## src/pwd_cfg.svh

```systemverilog
`ifndef PWD_CFG_SVH
`define PWD_CFG_SVH
`define PWD_WORD_W 21
`define PWD_IDX_MSB 20
`define PWD_IDX_LSB 17
`define PWD_N_MSB 16
`define PWD_N_LSB 10
`define PWD_R_MSB 9
`define PWD_R_LSB 7
`define PWD_M_MSB 6
`define PWD_M_LSB 0
`define PWD_N_OFFSET 8'h03
`define PWD_M_OFFSET 8'h02
`define PWD_IDX_VOFF 4'hE
`define PWD_IDX_VMUX 4'hF
`define PWD_CTL_MODE_BIT 21
`define PWD_CTL_NS2_BIT 15
`define PWD_CTL_NS1_BIT 14
`define PWD_CTL_NS0_BIT 13
`define PWD_CTL_RESET 22'h02_0000
`define PWD_DIVCODE_RESET 4'h8
`define PWD_DIV_MAX 6'h20
`endif

```

## src/pwd_pkg.sv

```systemverilog
package pwd_pkg;
  typedef enum logic [1:0] {RUN, SLEEP1, SLEEP2} pwd_mode_t;
  typedef struct packed {
    logic [3:0] idx;
    logic [6:0] nField;
    logic [2:0] mux;
    logic [6:0] mField;
  } pwd_word_t;
endpackage

```

## src/pwd_ref_div.sv

```systemverilog
`timescale 1ns/1ps
`default_nettype none
`include "pwd_cfg.svh"
// Divides the clock by an even divisor; a zero divisor parks the output high.
module pwd_ref_div (
  input wire logic clk,
  input wire logic rstn,
  input wire logic ce,
  input wire logic run,
  input wire logic [5:0] divisor,
  output logic clkOut
);
  logic [5:0] cnt_q;
  logic out_q;
  always_ff @(posedge clk or negedge rstn)
  begin
    if (!rstn)
    begin
      cnt_q <= 6'h00;
      out_q <= 1'b1;
    end
    else if (ce)
    begin
      if (!run || divisor == 6'h00)
      begin
        cnt_q <= 6'h00;
        out_q <= 1'b1;
      end
      else if (cnt_q >= divisor[5:1] - 6'h01)
      begin
        cnt_q <= 6'h00;
        out_q <= ~out_q;
      end
      else
      begin
        cnt_q <= cnt_q + 6'h01;
      end
    end
  end
  assign clkOut = out_q;
endmodule // pwd_ref_div
`default_nettype wire

```

## src/pll_word_decode_powerdown.sv

```systemverilog
`timescale 1ns/1ps
`default_nettype none
`include "pwd_cfg.svh"
// Behaviour
// - Word is index(4), N(7), mux(3), M(7), index MSB first, M LSB last.
// - VCO divider is N field plus three, reference divider M field plus two.
// - Output divisor is two raised to the mux field, 1 up to 128.
// - Index is don't-care except 1110 and 1111; 1110 turns video clock off.
// - Index 1111 powers down video VCO and routes memory VCO to video channel.
// - Mode 1 stops VCOs, holds video clock high, memory clock is ref over divisor.
// - Divisor code 1 gives 32, minus two per step to 4 at F; reset 8.
// - Mode 2 needs mode bit set before pin low; all stops, registers kept.
// - Pin back high leaves either power-down mode and resumes normal output.
// - Control bit 21 selects mode 1 when zero, mode 2 when one.
// - Control bits 15, 14, 13 pick prescale 2 or 4 for registers 2, 1, 0.
module pll_word_decode_powerdown (
  input wire logic clk,
  input wire logic rstn,
  input wire logic ce,
  input wire logic sleep_request_n,
  input wire logic [21:0] control_word,
  input wire logic ctlWrite,
  input wire logic [20:0] memWord,
  input wire logic [20:0] vidWord,
  input wire logic [1:0] vidSel,
  input wire logic wordWrite,
  input wire logic [3:0] sleep_divisor_code,
  input wire logic divWrite,
  output logic [7:0] memNDiv,
  output logic [7:0] memMDiv,
  output logic [7:0] memOutDiv,
  output logic [2:0] memPrescale,
  output logic [7:0] vidNDiv,
  output logic [7:0] vidMDiv,
  output logic [7:0] vidOutDiv,
  output logic [2:0] vidPrescale,
  output logic memVcoOn,
  output logic vidVcoOn,
  output logic vidFromMem,
  output logic vidClockOff,
  output logic refOscOn,
  output logic memUseRefDiv,
  output logic memRefClk,
  output logic video_clock_out_force_high,
  output logic [5:0] sleepDivisor,
  output logic [1:0] sleepMode
);
  logic pinMeta_q;
  logic pinSync_q;
  logic [21:0] ctl_q;
  logic [3:0] divCode_q;
  logic [20:0] mem_q;
  logic [20:0] vid_q;
  logic [1:0] vidSel_q;
  pwd_pkg::pwd_mode_t mode_q;
  pwd_pkg::pwd_mode_t mode_d;
  pwd_pkg::pwd_word_t memW;
  pwd_pkg::pwd_word_t vidW;

  // Expands a 3-bit mux code into its power-of-two divisor.
  function automatic logic [7:0] outDiv(input logic [2:0] r);
    outDiv = 8'h01 << r;
  endfunction

  // Prescale of 2 or 4 from the control bit of the selected frequency register.
  function automatic logic [2:0] prescale(input logic [21:0] c, input logic [1:0] sel);
    logic b;
    b = 1'b0;
    case (sel)
      2'd0: b = c[`PWD_CTL_NS0_BIT];
      2'd1: b = c[`PWD_CTL_NS1_BIT];
      default: b = c[`PWD_CTL_NS2_BIT];
    endcase
    prescale = b ? 3'h4 : 3'h2;
  endfunction

  // Code 0 has no defined divisor, so it yields zero and the output parks.
  function automatic logic [5:0] codeToDiv(input logic [3:0] code);
    if (code == 4'h0)
    begin
      codeToDiv = 6'h00;
    end
    else
    begin
      codeToDiv = `PWD_DIV_MAX - {1'b0, code - 4'h1, 1'b0};
    end
  endfunction

  // The pin is asynchronous to clk, so it is synchronised before use.
  always_ff @(posedge clk or negedge rstn)
  begin
    if (!rstn)
    begin
      pinMeta_q <= 1'b1;
      pinSync_q <= 1'b1;
    end
    else if (ce)
    begin
      pinMeta_q <= sleep_request_n;
      pinSync_q <= pinMeta_q;
    end
  end

  // Registers keep their contents across either power-down mode.
  always_ff @(posedge clk or negedge rstn)
  begin
    if (!rstn)
    begin
      ctl_q <= `PWD_CTL_RESET;
      divCode_q <= `PWD_DIVCODE_RESET;
      mem_q <= 21'h00_0000;
      vid_q <= 21'h00_0000;
      vidSel_q <= 2'h0;
    end
    else if (ce && mode_q == pwd_pkg::RUN)
    begin
      if (ctlWrite)
      begin
        ctl_q <= control_word;
      end
      if (divWrite)
      begin
        divCode_q <= sleep_divisor_code;
      end
      if (wordWrite)
      begin
        mem_q <= memWord;
        vid_q <= vidWord;
        vidSel_q <= vidSel;
      end
    end
  end

  // The mode bit is sampled when the synchronised pin first reads low in RUN, so it must be set by then.
  always_comb
  begin
    mode_d = mode_q;
    case (mode_q)
      pwd_pkg::RUN:
      begin
        if (!pinSync_q)
        begin
          mode_d = ctl_q[`PWD_CTL_MODE_BIT] ? pwd_pkg::SLEEP2 : pwd_pkg::SLEEP1;
        end
      end
      pwd_pkg::SLEEP1, pwd_pkg::SLEEP2:
      begin
        if (pinSync_q)
        begin
          mode_d = pwd_pkg::RUN;
        end
      end
      default: mode_d = pwd_pkg::RUN;
    endcase
  end

  always_ff @(posedge clk or negedge rstn)
  begin
    if (!rstn)
    begin
      mode_q <= pwd_pkg::RUN;
    end
    else if (ce)
    begin
      mode_q <= mode_d;
    end
  end

  assign memW = mem_q;
  assign vidW = vid_q;

  always_ff @(posedge clk or negedge rstn)
  begin
    if (!rstn)
    begin
      memNDiv <= 8'h03;
      memMDiv <= 8'h02;
      memOutDiv <= 8'h01;
      memPrescale <= 3'h2;
      vidNDiv <= 8'h03;
      vidMDiv <= 8'h02;
      vidOutDiv <= 8'h01;
      vidPrescale <= 3'h2;
      memVcoOn <= 1'b1;
      vidVcoOn <= 1'b1;
      vidFromMem <= 1'b0;
      vidClockOff <= 1'b0;
      refOscOn <= 1'b1;
      memUseRefDiv <= 1'b0;
      video_clock_out_force_high <= 1'b0;
      sleepDivisor <= 6'h12;
      sleepMode <= 2'h0;
    end
    else if (ce)
    begin
      memNDiv <= {1'b0, memW.nField} + `PWD_N_OFFSET;
      memMDiv <= {1'b0, memW.mField} + `PWD_M_OFFSET;
      memOutDiv <= outDiv(memW.mux);
      memPrescale <= 3'h2;
      vidNDiv <= {1'b0, vidW.nField} + `PWD_N_OFFSET;
      vidMDiv <= {1'b0, vidW.mField} + `PWD_M_OFFSET;
      vidOutDiv <= outDiv(vidW.mux);
      vidPrescale <= prescale(ctl_q, vidSel_q);
      sleepDivisor <= codeToDiv(divCode_q);
      sleepMode <= mode_q;
      memVcoOn <= mode_q == pwd_pkg::RUN;
      vidVcoOn <= mode_q == pwd_pkg::RUN && vidW.idx != `PWD_IDX_VMUX
                  && vidW.idx != `PWD_IDX_VOFF;
      vidFromMem <= mode_q == pwd_pkg::RUN && vidW.idx == `PWD_IDX_VMUX;
      vidClockOff <= mode_q == pwd_pkg::SLEEP2 || vidW.idx == `PWD_IDX_VOFF;
      video_clock_out_force_high <= mode_q == pwd_pkg::SLEEP1;
      memUseRefDiv <= mode_q == pwd_pkg::SLEEP1;
      refOscOn <= mode_q != pwd_pkg::SLEEP2;
    end
  end

  // Memory clock in mode 1 is the reference divided by the power-down divisor.
  pwd_ref_div uRefDiv (
    .clk(clk),
    .rstn(rstn),
    .ce(ce),
    .run(mode_q == pwd_pkg::SLEEP1),
    .divisor(codeToDiv(divCode_q)),
    .clkOut(memRefClk)
  );

  a_mode2_entry: assert property (@(posedge clk) disable iff (!rstn)
    ce && mode_q == pwd_pkg::RUN && !pinSync_q && ctl_q[21] |=> mode_q == pwd_pkg::SLEEP2)
    else $error("mode 2 not entered");
  a_mode1_entry: assert property (@(posedge clk) disable iff (!rstn)
    ce && mode_q == pwd_pkg::RUN && !pinSync_q && !ctl_q[21] |=> mode_q == pwd_pkg::SLEEP1)
    else $error("mode 1 not entered");
  a_wake_up: assert property (@(posedge clk) disable iff (!rstn)
    ce && mode_q != pwd_pkg::RUN && pinSync_q |=> mode_q == pwd_pkg::RUN)
    else $error("no wake on pin high");
  a_vid_high: assert property (@(posedge clk) disable iff (!rstn)
    ce && mode_q == pwd_pkg::SLEEP1 |=> video_clock_out_force_high && !memVcoOn && !vidVcoOn)
    else $error("mode 1 outputs wrong");
  a_osc_off: assert property (@(posedge clk) disable iff (!rstn)
    ce && mode_q == pwd_pkg::SLEEP2 |=> !refOscOn && vidClockOff)
    else $error("mode 2 outputs wrong");
  a_n_divider: assert property (@(posedge clk) disable iff (!rstn)
    ce |=> memNDiv == {1'b0, $past(mem_q[16:10])} + 8'h03)
    else $error("N divider wrong");
  a_m_divider: assert property (@(posedge clk) disable iff (!rstn)
    ce |=> vidMDiv == {1'b0, $past(vid_q[6:0])} + 8'h02)
    else $error("M divider wrong");
  a_out_div: assert property (@(posedge clk) disable iff (!rstn)
    ce |=> vidOutDiv == 8'h01 << $past(vid_q[9:7]))
    else $error("output divisor wrong");
  a_sleep_div: assert property (@(posedge clk) disable iff (!rstn)
    ce && divCode_q == 4'h8 |=> sleepDivisor == 6'h12)
    else $error("divisor code 8 not 18");
  a_vid_mux: assert property (@(posedge clk) disable iff (!rstn)
    ce && mode_q == pwd_pkg::RUN && vid_q[20:17] == 4'hF |=> vidFromMem && !vidVcoOn)
    else $error("video mux wrong");
  a_mem_vco_kept: assert property (@(posedge clk) disable iff (!rstn)
    ce && mode_q == pwd_pkg::RUN && vid_q[20:17] == 4'hE |=> memVcoOn && vidClockOff)
    else $error("index 1110 wrong");
  c_mode1: cover property (@(posedge clk) mode_q == pwd_pkg::SLEEP1 ##1 mode_q == pwd_pkg::RUN);
  c_mode2: cover property (@(posedge clk) mode_q == pwd_pkg::SLEEP2);
  c_vmux: cover property (@(posedge clk) vidFromMem);
  c_refclk: cover property (@(posedge clk) memUseRefDiv && $rose(memRefClk));
endmodule // pll_word_decode_powerdown
`default_nettype wire

```

## config.mk

```make
export PLATFORM = sky130hd
export DESIGN_NAME = pll_word_decode_powerdown
export DESIGN_NICKNAME = d
export VERILOG_FILES = /design/src/pwd_pkg.sv /design/src/pwd_ref_div.sv /design/src/pll_word_decode_powerdown.sv
export VERILOG_INCLUDE_DIRS = /design/src /design/src/src
export SDC_FILE = /design/constraint.sdc
export NUM_CORES = 1
export LEC_CHECK = 0
export CAP_MARGIN = 20
export CORE_ASPECT_RATIO = 1.4
export CORE_MARGIN = 5
export CORE_UTILIZATION = 50
export DETAILED_ROUTE_END_ITERATION = 7
export DONT_BUFFER_PORTS = 1
export GPL_TIMING_DRIVEN = 0
export PLACE_DENSITY = 0.68
export SLEW_MARGIN = 0
export SYNTH_ARGS = -nofsm -noshare
export SYNTH_HDL_FRONTEND = slang
export SYNTH_SLANG_ARGS = --single-unit
```

## constraint.sdc

```tcl
create_clock -name clk -period 2.8 [get_ports clk]
set_input_delay 0.56 -clock clk [delete_from_list [all_inputs] [get_ports clk]]
set_output_delay 0.56 -clock clk [all_outputs]
set_load 0.05 [all_outputs]
```

==> results of run 1 <==
-- worst max-delay path: stages, from the launching register on --
cell and delay [ns]:
dfrtp_2 0.42, inv_2 0.08, ha_4 0.18, buf_6 0.13, and2_4 0.15, o31ai_4 0.08
nor3_4 0.33, nand3_2 0.15, xnor2_2 0.17, ha_1 0.28, o21ai_1 0.07, o21bai_1 0.11
a21oi_2 0.30, nand3_4 0.17, o221ai_2 0.18
-- per-stage QoR --
| stage | cell area [sq um] | total power (W) |
|---|---|---|
| after global routing | 6658 | 0.01040 |
| after global placement | 5873 | 0.007175 |
| after floorplan | 5693 | 0.006631 |
| after detailed placement | 5873 | 0.007315 |
| after CTS | 6635 | 0.009811 |
| final | 6660 | 0.009843 |
-- cells in the mapped netlist, drive strengths merged --
cell	count	share of area [%]
clkbuf	10	0.66
mux2	63	13
dfstp	18	8.4
inv	48	3.2
o21ai	16	1.4
mux2i	11	1.9
nor3	2	0.27
xor2	11	1.7
nor3b	3	0.49
or3	2	0.22
o32ai	8	1.2
nand2	21	1.4
ha	17	3.8
or2b	2	0.27
a31oi	4	0.55
or4b	1	0.24
nor2	28	1.9
a21oi	20	1.9
and3	4	0.47
a2111oi	1	0.16
xnor2	10	1.5
buf	15	1.7
a31o	1	0.16
a21o	1	0.13
a211oi	1	0.13
or2	2	0.22
nand3	21	2.1
nand3b	3	0.40
nand2b	6	0.66
o21bai	1	0.13
a22o	2	0.31
nor2b	1	0.11
o22ai	12	1.3
o221ai	2	0.53
o2111ai	1	0.16
conb	2	0.13
o31ai	1	0.13
o21a	2	0.27
dfrtp	104	46
and4	1	0.16
and2	2	0.22
a32o	1	0.18
nand4	4	0.55
-- cell families (layout without fill, tap and decap cells) --
group	Yosys count	count (layout)	share of synthesized area, %
compound gates	74	74	8.725
xor+xnor	21	21	3.255
fa+ha+maj	17	17	3.764
buf+inv	73	120	5.580
flops	122	122	54.43
mux	74	74	14.50
other cells	2	7	0.1329
simple gates	103	103	9.610
-- metal layers --
metal | vias to the layer above | global-route usage, % | wire length (um) | part of all wire [%]
li1 | 1745 | - | - | -
met1 | 1875 | 22.87 | 4999 | 37
met2 | 97 | 36.38 | 7233 | 53
met3 | 23 | 8.089 | 963 | 7.1
met4 | 2 | 8.200 | 305 | 2.3
met5 | - | 0 | 18 | 0.13
-- final cells by class --
type	count	area (sq um)
Timing Repair Buffer	16	123.9
Multi-Input combinational cell	294	2385
Antenna cell	2	5.005
Clock buffer	18	439.2
Tap cell	144	180.2
Sequential cell	122	3078
Fill cell	927	4563
Clock inverter	14	141.4
Inverter	48	180.2
Buffer	24	127.6
-- state kept, by name (all words and copies together) (netlist names), 2 cells and up --
signal / count
mode_q: 2
memW: 17
sleepDivisor: 5
vidNDiv: 8
sleepMode: 2
memOutDiv: 8
vidSel_q: 2
vidMDiv: 8
ctl_q: 4
vidOutDiv: 8
memMDiv: 8
divCode_q: 4
memNDiv: 8
vidW: 21
vidPrescale: 2
uRefDiv.cnt_q: 6
-- how the worst max path moves through the flow --
stage | to | slack, ns | depth (start not counted)
6_report | uRefDiv.cnt_q[2] | -0.09 | 14
5_1_grt | uRefDiv.cnt_q[2] | -0.24 | 14
4_1_cts | uRefDiv.cnt_q[3] | -0.05 | 14
3_5_place_dp | uRefDiv.cnt_q[3] | -0.33 | 14
3_3_place_gp | uRefDiv.cnt_q[2] | -0.24 | 15
2_1_floorplan | uRefDiv.clkOut | 0.004 | 14
-- power by group --
group	switching [W]	internal, W	total (W)
Sequential	0.00213	0.00263	0.00475
Combinational	0.00143	0.00155	0.00298
Clock	0.000846	0.00127	0.00211
-- repair_timing --
action,4_1_cts,5_1_grt
setup endpoints to repair,7,7
hold endpoints to repair,118,114
gates resized for setup,18,4
setup buffers,15,2
pin swaps,21,8
==> flow_results.org, run 1 <==
** CTS
- Clock-pin slew was measured on the worst setup and hold paths at 0.06 ns.
- In this run, CTS created clock tree buffers numbering 17.
- Number of clock sinks :: 122
- Root buffer selected by CTS :: clkbuf_16
- Clock tree from TritonCTS :: yes
- The longest clock path from root to sink contains 2 buffers.
- H-tree depth :: 4
- The later pin in the worst-skew pair is clocked with a latency of 0.41 ns.

** Setup path
- The startpoint identified for the worst register-to-register timing path is divCode_q[0].
- Crit end category :: register
- The worst setup path is of the reg2reg kind.
- Register-to-register path setup slack :: -0.09 ns
- Data arrives at the worst endpoint at 3.21 ns.
- Depth of the most critical reg-to-reg path :: 14
- At the worst endpoint, the required time is 3.12 ns.
- In this run the critical register-to-register path is captured at uRefDiv.cnt_q[2].
- The most critical setup path has its startpoint at divCode_q[0].
- Crit path launch type :: register
- Along the worst path, the maximum fanout reaches 6.

** Power and ir drop
- In this run the static leakage power is 2.891 nW.
- Worst vdd ir :: 792.0 uV
- Cell Pwr Density :: 1478 mW/mm^2

** Timing
- Worst-case headroom to the max-slew limit :: 37.88%
- FMAX :: 346.3 MHz
- Setup TNS Final :: -0.4415 ns
- The final max-slew violation count was 0.
- Setup violations remaining at the end of the flow were counted as 7.
- Crit path time final :: 2.887 ns
- Between clock sinks in the finished design, the worst skew comes to 0.008292 ns.
- Worst-case hold slack :: -0.1583 ns
- The total count of hold-check failures in the final report was 106.
- Setup repair after global routing could not meet its margin everywhere.
- The final critical path takes up 103.1% of the cycle.
- For the pin with the worst max-slew slack, the measured transition is 0.9318 ns.
- Once routing completed, OpenROAD measured the worst setup slack at -0.08747 ns.

** Routing
- Wirelength, routed :: 13520 um
- The first TritonRoute pass finished after 4 iterations.
- DRC errors left :: 0
- Count of routing violations after the opening detailed-route iteration :: 144
- Via density per instance :: 5.487
- Vias after detailed routing :: 3742
- Mean routed wirelength per cell :: 19.82 um
- Number of nets with antenna violations after detailed routing :: 0

** Floorplan
- After floorplanning, the core was sized to cover 0.01122 sq mm.
- The die covers 0.01356 sq mm.
- Initial Utilization :: 50.35%
- FP Rows :: 46
- The floorplan step set the die height to 135.8 um.
- The die is 99.85 um wide.
- Io pins :: 147

** Finish
- Highest-count cells in the layout ignoring fill and taps :: dfrtp_1 (102), mux2_2 (63), inv_1 (46), nor2_1 (28)
- In the final layout, the share of cells above drive strength 1 is 31.72%.
- Area added between synthesis and finish :: 17.87%
- The library cell used most frequently in the layout, excluding fill and tap cells, is dfrtp_1.
- The final layout contains 617 nets.
- Cells fill 59.34% of the core in the end.
- Post-route non-filler standard cell count :: 682

** Synth
- Yosys mapped the design onto 53 distinct sky130hd cell types.
- Share of synthesized area occupied by flip-flops and latches :: 54.43%
- During synthesis, Yosys emitted a total of 0 warnings.
- Seq cells post-synth :: 122
- Post-Synthesis Mean Instance Area :: 11.63 sq um
- After technology mapping, the gate count stands at 486.
- Cell area after synthesis :: 0.005650 sq mm

** GRT
- GRT overflow :: 0
- Wire length of the first global-routing pass :: 21580 um
- Gr usage total :: 20.95%
- The number of antenna violations at the first check in global routing was 2.
- Number of global-route vias before repair :: 4069
- Entering global routing, the biggest net connects 123 pins.

** Status
- The run finished, with violations left.
- The checks that failed: hold timing, setup timing.

** Flow run
- # Max-Cap Violations :: 0

** Placement
- Prior to clock tree synthesis, the placed netlist has a worst setup slack of -0.3291 ns.
- Placed cell count :: 633
- The HPWL after detailed placement is 9489 um.
- During placement, the flow inserted port buffers numbering 0.
- Routability-driven placement congestion ratio :: 0.8115

** Hold path
- The min-delay analysis places its worst path in the category in2async.
(Power assumes the default switching activity.)
==> run 2, diff against run 1 <==
--- a/config.mk
+++ b/config.mk
@@ -12,7 +12,6 @@
 export CORE_UTILIZATION = 50
 export DETAILED_ROUTE_END_ITERATION = 7
 export DONT_BUFFER_PORTS = 1
-export GPL_TIMING_DRIVEN = 0
 export PLACE_DENSITY = 0.68
 export SLEW_MARGIN = 0
 export SYNTH_ARGS = -nofsm -noshare
==> run 2 against run 1 <==
Effect of this change:
- the run still ends with hold timing, setup timing left
- core utilization is 0.25 points higher
- sequential power hardly changed
- register-to-register slack better by 0.07 ns
- sequential share of layout area is 0.19 points lower
- fmax is 2.5% higher
- setup slack better by 0.072 ns
- final cell count is 2.3% lower
- flip-flop and latch count stayed put
- total power is 2.4% higher
- clock power hardly changed
- final area is 0.41% higher
- combinational power is 8.1% higher
- largest cell class unchanged
- highest routed layer unchanged
==> flow_results.org, run 2 (synthesis gave the netlist of run 1 again) <==
** Status
- The flow ran to the end, but the final reports show violations.
- The checks that failed: hold timing, setup timing.

** Finish
- The area growth from synthesis to layout is 18.36%.
- Commonest non-fill, non-tap cell in the layout :: dfrtp_1
- Registers take 0.003078 sq mm.
- Highest-count cells in the layout ignoring fill and taps :: dfrtp_1 (102), mux2_2 (63), inv_1 (45), nor2_1 (28), buf_4 (23)
- Largest register FFs :: 21
- The post-route netlist has 33.97% of its cells at a drive strength greater than 1.
- Counting the fill cells in the layout gives 906.
- For this run, the post-layout net count is 602.
- Cells fill 59.59% of the core in the end.
- The multi-input combinational cells in the finished layout cover a total of 0.002462 sq mm.

** Routing
- Vias after detailed routing :: 3655
- Mean routed wirelength per cell :: 17.96 um
- Summed over all layers, the routed wires come to 11960 um.
- Count of routing violations after the opening detailed-route iteration :: 113
- Number of nets with antenna violations after detailed routing :: 0
- Via density per instance :: 5.488
- DRC errors left :: 0
- The first detailed-routing pass took 4 iterations.

** GRT
- The number of global-route vias before repair was 3843.
- Gr usage total :: 18.30%
- Maximum number of pins on one net before global-route repair :: 123
- Wire length of the first global-routing pass :: 19550 um
- GRT overflow :: 0
- Number of antenna violations at the first check in global routing :: 2

** CTS
- TritonCTS built the clock tree.
- Buffer depth of the longest clock path :: 2
- Clk Latency, worst-skew pair :: 0.40 ns
- The H-tree generated during clock tree synthesis spans 4 levels.
- The tree is rooted in a clkbuf_16.
- Total clock buffers created by CTS :: 17
- Clock-pin slew of the registers on the worst-case setup and hold paths :: 0.06 ns
- Number of clock sinks :: 122

** Setup path
- In this run the critical register-to-register path is launched from divCode_q[3].
- The number of cells on the worst reg-to-reg path is 12.
- Crit path launch type :: register
- The critical path starts at divCode_q[3].
- Critical path arrival :: 3.12 ns
- Largest driver fanout on the critical path :: 6
- Crit Path Class :: reg2reg
- In this run the register-to-register setup slack is -0.02 ns.
- End of the worst register-to-register path :: uRefDiv.cnt_q[2]
- The worst setup path is captured at a register.
- The critical path ends at uRefDiv.cnt_q[2].
- WP data required :: 3.11 ns

** Timing
- In the finished design, the share of the clock period the worst path needs comes to 100.6%.
- The total count of hold-check failures in the final report was 105.
- FMAX :: 355.1 MHz
- Worst-case headroom to the max-slew limit :: 40.59%
- Setup violations remaining at the end of the flow were counted as 1.
- At the pin with the least slew margin, the transition time is 0.8911 ns.
- Setup repair after global routing could not meet its margin everywhere.
- The final max-slew violation count came to 0.
- Across the routed clock network, the largest skew measured is 0.007480 ns.
- Worst-case hold slack :: -0.1518 ns
- Setup slack on the critical path of the routed design comes to -0.01582 ns.
- The smallest clock period supported by the final layout is computed as 2.816 ns.

** Power and ir drop
- Clock group share of total power :: 21.2%
- In this run switching power makes up 43.53% of total power.
- In this run the static leakage power is 2.895 nW.
- Cell Pwr Density :: 1507 mW/mm^2
- The share of total power dissipated in combinational logic is 31.9%.
- Of the total power, registers draw 47.0%.
- Switching power of the nets :: 0.004388 W
- Across the VDD grid, the largest voltage drop is 704.3 uV.
- The internal power of the cells totals 0.005693 W.
- Final Power :: 0.01008 W

** Floorplan
- Io pins :: 147
- After floorplanning, the core was divided into 46 placement rows.
- Die Outline Area :: 0.01356 sq mm
- Core area :: 0.01122 sq mm
- The floorplan step set the die width to 99.85 um.
- Initial Utilization :: 50.35%
- The die is 135.8 um tall.

** Flow run
- # Max-Cap Violations :: 0

** Hold path
- The tightest min-delay check is of the in2async type.

** Placement
- DPL Wire Length :: 7938 um
- Input and output buffers added on the ports amount to 0.
- Routability-driven placement finished with a final weighted congestion of 0.7657.
[run 2: worst min-delay path by stage]
stage	end	cells past startpoint
after floorplan	ctl_q[13]	0
final	vidW[1]	0
after detailed placement	vidMDiv[2]	0
after global routing	vidMDiv[2]	0
after CTS	vidMDiv[2]	0
after global placement	vidW[1]	0
[run 2: final cells by class]
class / count / area share, %
Antenna cell: 1 / 0.03742
Clock buffer: 21 / 7.184
Sequential cell: 122 / 46.02
Tap cell: 144 / 2.694
Clock inverter: 11 / 1.628
Inverter: 48 / 2.694
Timing Repair Buffer: 25 / 2.919
Multi-Input combinational cell: 294 / 36.82
[run 2: through the flow]
step	setup WS (ns)	instances	setup TNS (ns)	hold slack [ns]	cell area, sq um
finish	-0.01582	666	-0.01582	-0.1518	6688
CTS	0.006256	660	0	-0.1631	6593
floorplan	0.004358	489	0	0.2644	5693
detailed placement	-0.06970	622	-0.3585	0.2682	5848
global route	-0.1176	666	-0.5053	-0.1703	6688
global placement	-0.003480	622	-0.005745	0.2687	5848
[run 2: routing by layer]
| layer | vias to the layer above | share of wire [%] | global-route usage [%] | wire length (um) |
|---|---|---|---|---|
| met4 | 2 | 1.6 | 6.150 | 194 |
| met3 | 19 | 7.3 | 6.646 | 875 |
| met1 | 1817 | 40 | 21.54 | 4773 |
| li1 | 1717 | - | - | - |
| met2 | 100 | 51 | 30.85 | 6101 |
| met5 | - | 0.11 | 0 | 13 |
[run 2: power groups by stage]
stage                     Combinational (W)  Clock (W)  Sequential (W)
after CTS                           0.00300    0.00218         0.00475
after global routing                0.00355    0.00226         0.00486
after detailed placement            0.00266          0         0.00477
final                               0.00322    0.00213         0.00473
after global placement              0.00256          0         0.00475
after floorplan                     0.00209          0         0.00454
[run 2: what timing repair did]
action	4_1_cts	5_1_grt
buffers inserted	8	5
pin swaps	14	21
gates resized for setup	21	12
setup endpoints to repair	7	7
endpoints found under the hold margin	106	110
[run 2: critical path, cell delays in order (launching register included)]
cell and delay [ns]:
dfstp_2 0.57, inv_2 0.07, and3_4 0.19, or2_4 0.25, ha_4 0.17, xor2_1 0.16
ha_1 0.25, a2111oi_4 0.33, o21bai_1 0.11, a21oi_2 0.14, buf_6 0.14, nand3_4 0.14
o221ai_2 0.20
==> run 3, diff against run 2 <==
--- a/config.mk
+++ b/config.mk
@@ -13,6 +13,7 @@
 export DETAILED_ROUTE_END_ITERATION = 7
 export DONT_BUFFER_PORTS = 1
 export PLACE_DENSITY = 0.68
+export SETUP_SLACK_MARGIN = 0.15
 export SLEW_MARGIN = 0
 export SYNTH_ARGS = -nofsm -noshare
 export SYNTH_HDL_FRONTEND = slang
==> run 3 against run 2 <==
Effect of this change:
- the run ends with hold timing left
- worst hold slack lost 0.0062 ns
- critical endpoint unchanged
- count of clock-buffer cells in the layout down 4
- final cell count is 1.5% lower
- highest routed layer unchanged
- flip-flop and latch count is the same
- fmax up 1.6%
- critical path depth grew 2
- core utilization shrank 0.79 points
==> flow_results.org, run 3 (synthesis gave the netlist of run 1 again) <==
** Finish
- Final-stage net count :: 594
- Summing all flip-flop and latch instances after layout gives 0.003078 sq mm.
- In the final layout, the share of cells above drive strength 1 is 31.84%.
- From synthesis to final layout, the design area changed by 16.78%.
- The finished cells cover 0.006599 sq mm.
- Number of antenna repair diodes :: 0
- Highest-count cells in the layout ignoring fill and taps :: dfrtp_1 (102), mux2_2 (63), inv_1 (45), nor2_1 (28), nand2_1 (21)
- The multi-input combinational cells in the finished layout cover a total of 0.002399 sq mm.
- Fill cells in the final layout number 918.
- Leaving out fill and tap cells, the most frequent cell in the layout is dfrtp_1.
- The register with the most flip-flops in the layout has 21 of them.

** Setup path
- STA classifies the critical path endpoint as a register.
- Critical path arrival :: 3.09 ns
- In this run the worst path has a maximum fanout of 6.
- Slowest cell on crit path :: or4b_4
- Crit Path Class :: reg2reg
- WP data required :: 3.12 ns
- The largest single stage delay on the critical path is 0.55 ns.
- Crit path launch type :: register
- Critical-path cell list :: buf_6, or4b_4, o31ai_4, nor3_2, buf_4, xnor2_2, ha_1, o21a_1, o21ai_1, o21bai_1, a21oi_2, buf_6, nand3_4, o221ai_2
- The cell that appears most often on the critical path is buf_6.

** CTS
- Clock tree from TritonCTS :: yes
- The longest clock path from root to sink contains 2 buffers.
- Root buffer selected by CTS :: clkbuf_16
- Clk Latency, worst-skew pair :: 0.41 ns
- H-tree depth :: 4
- For this design, the sink count on the clock tree is 122.
- Total clock buffers created by CTS :: 17
- Clock-pin slew of the registers on the worst-case setup and hold paths :: 0.06 ns

** Timing
- Counting I/O delays and the setup requirement, the final critical path takes 2.771 ns.
- Final setup margin :: 0.02931 ns
- For the final database, setup skew stands at 0.009844 ns.
- Final Cycle Share :: 98.95%
- Setup violations remaining at the end of the flow were counted as 0.
- The final max-slew violation count is 0.
- The worst pin sits at a relative slew slack of 39.64%.
- Setup repair after global routing missed its margin :: true
- Worst-margin pin slew :: 0.9055 ns
- Final Hold Fails :: 104
- Worst-case hold slack :: -0.1581 ns
- Based on the critical path, the design can be clocked at up to 360.9 MHz.

** Power and ir drop
- After layout, the design draws a total of 0.01000 W.
- Static leakage :: 2.859 nW
- VDD sags by at most 736.7 uV.
- Cell Pwr Density :: 1516 mW/mm^2

** Placement
- Cell area reported after detailed placement :: 0.005808 sq mm
- Worst slack after detailed placement :: -0.06717 ns
- Count of buffers inserted at the top-level ports :: 0
- The congestion estimate from routability-driven global placement came to 0.7907.
- DPL Wire Length :: 8112 um

** GRT
- The number of global-route vias before repair was 3631.
- Entering global routing, the biggest net connects 123 pins.
- Across every metal layer, demand over resource in global routing totals 18.09%.
- Summed over all layers, the global routing overflow is 0.
- Number of antenna violations at the first check in global routing :: 1
- The first global-routing pass estimated 19000 um of wire.

** Routing
- Wirelength, routed :: 11640 um
- Number of nets with antenna violations after detailed routing :: 0
- Via density per instance :: 5.410
- For this block, the initial DRC count from the detailed router was 101.
- The first TritonRoute pass finished after 6 iterations.
- DRC errors left :: 0
- Across all layers, the routed design uses 3549 vias.
- Mean routed wirelength per cell :: 17.74 um

** Status
- Status :: finished with violations
- Violated checks :: hold timing

** Floorplan
- Overall die width :: 99.85 um
- The die is 135.8 um tall.
- Io pins :: 147
- The die covers 0.01356 sq mm.
- Initial Utilization :: 50.35%
- The floorplan has 46 rows.
- Core area :: 0.01122 sq mm

** Hold path
- The min-delay analysis places its worst path in the category in2async.

** Flow run
- # Max-Cap Violations :: 0
==> run 3: cell count changes in the layout (fill, tap and decap cells not counted), moves of 2 or more <==
cell / change
clkinvlp_4: -2
clkinv_4: +4
buf_4: -9
bufinv_16: +3
clkbuf_8: -4
inv_6: -3
==> run 3: worst max-delay path, delay by kind of cell (launching register included) <==
| family | cells | cell delay [ns] |
|---|---|---|
| compound gates | 6 | 0.69 |
| buf+inv | 3 | 0.43 |
| simple gates | 3 | 0.73 |
| fa+ha+maj | 1 | 0.27 |
| flops | 1 | 0.43 |
| xor+xnor | 1 | 0.13 |
==> run 3: timing repair <==
item                                    CTS  global route
endpoints found under the hold margin   112           108
setup buffers                             4             6
pin swaps                                11             7
gates cloned                              0             0
resized for setup                        11            11
endpoints found under the setup margin    7             7
==> run 3: through the flow <==
stage               instances  util [%]  setup TNS, ns
finish                    656     58.80              0
CTS                       650     58.12        -0.2582
detailed placement        615     51.75        -0.3177
global placement          615     51.75              0
floorplan                 489         -              0
global route              656     58.80        -0.5868
==> run 3: metal layers <==
| metal | vias up | global-route usage [%] | part of all wire (%) |
|---|---|---|---|
| met5 | - | 0 | 0.11 |
| met1 | 1734 | 20.64 | 37 |
| met2 | 102 | 30.44 | 54 |
| met4 | 2 | 6.834 | 1.4 |
| met3 | 16 | 7.110 | 7.9 |
| li1 | 1695 | - | - |
==> run 3: final cells by class <==
class	count	share of cell area (%)
Sequential cell	122	46.64
Multi-Input combinational cell	294	36.35
Clock buffer	17	6.447
Clock inverter	14	2.996
Inverter	48	2.730
Tap cell	144	2.730
Timing Repair Buffer	17	2.105
==> run 3: path summary, 6_finish.rpt <==
path / cells past startpoint / endpoint / startpoint / slack [ns]
min: 0 / vidW[10] / rstn / -0.16
min reg2reg: 1 / memMDiv[1] / memW[1] / 0.47
max reg2reg: 14 / uRefDiv.cnt_q[2] / divCode_q[0] / 0.03
max in group asynchronous: 0 / divCode_q[3] / rstn / 2.71
min in group clk: 1 / sleepDivisor[4] / ce / 0.23
max: 14 / uRefDiv.cnt_q[2] / divCode_q[0] / 0.03
==> run 3: power by group <==
group,leakage (nW),switching [W],internal (W)
logic,1.10,0.00134,0.00164
registers,1.46,0.00212,0.00263
clock network,0.300,0.000787,0.00149
total,2.86,0.00425,0.00575
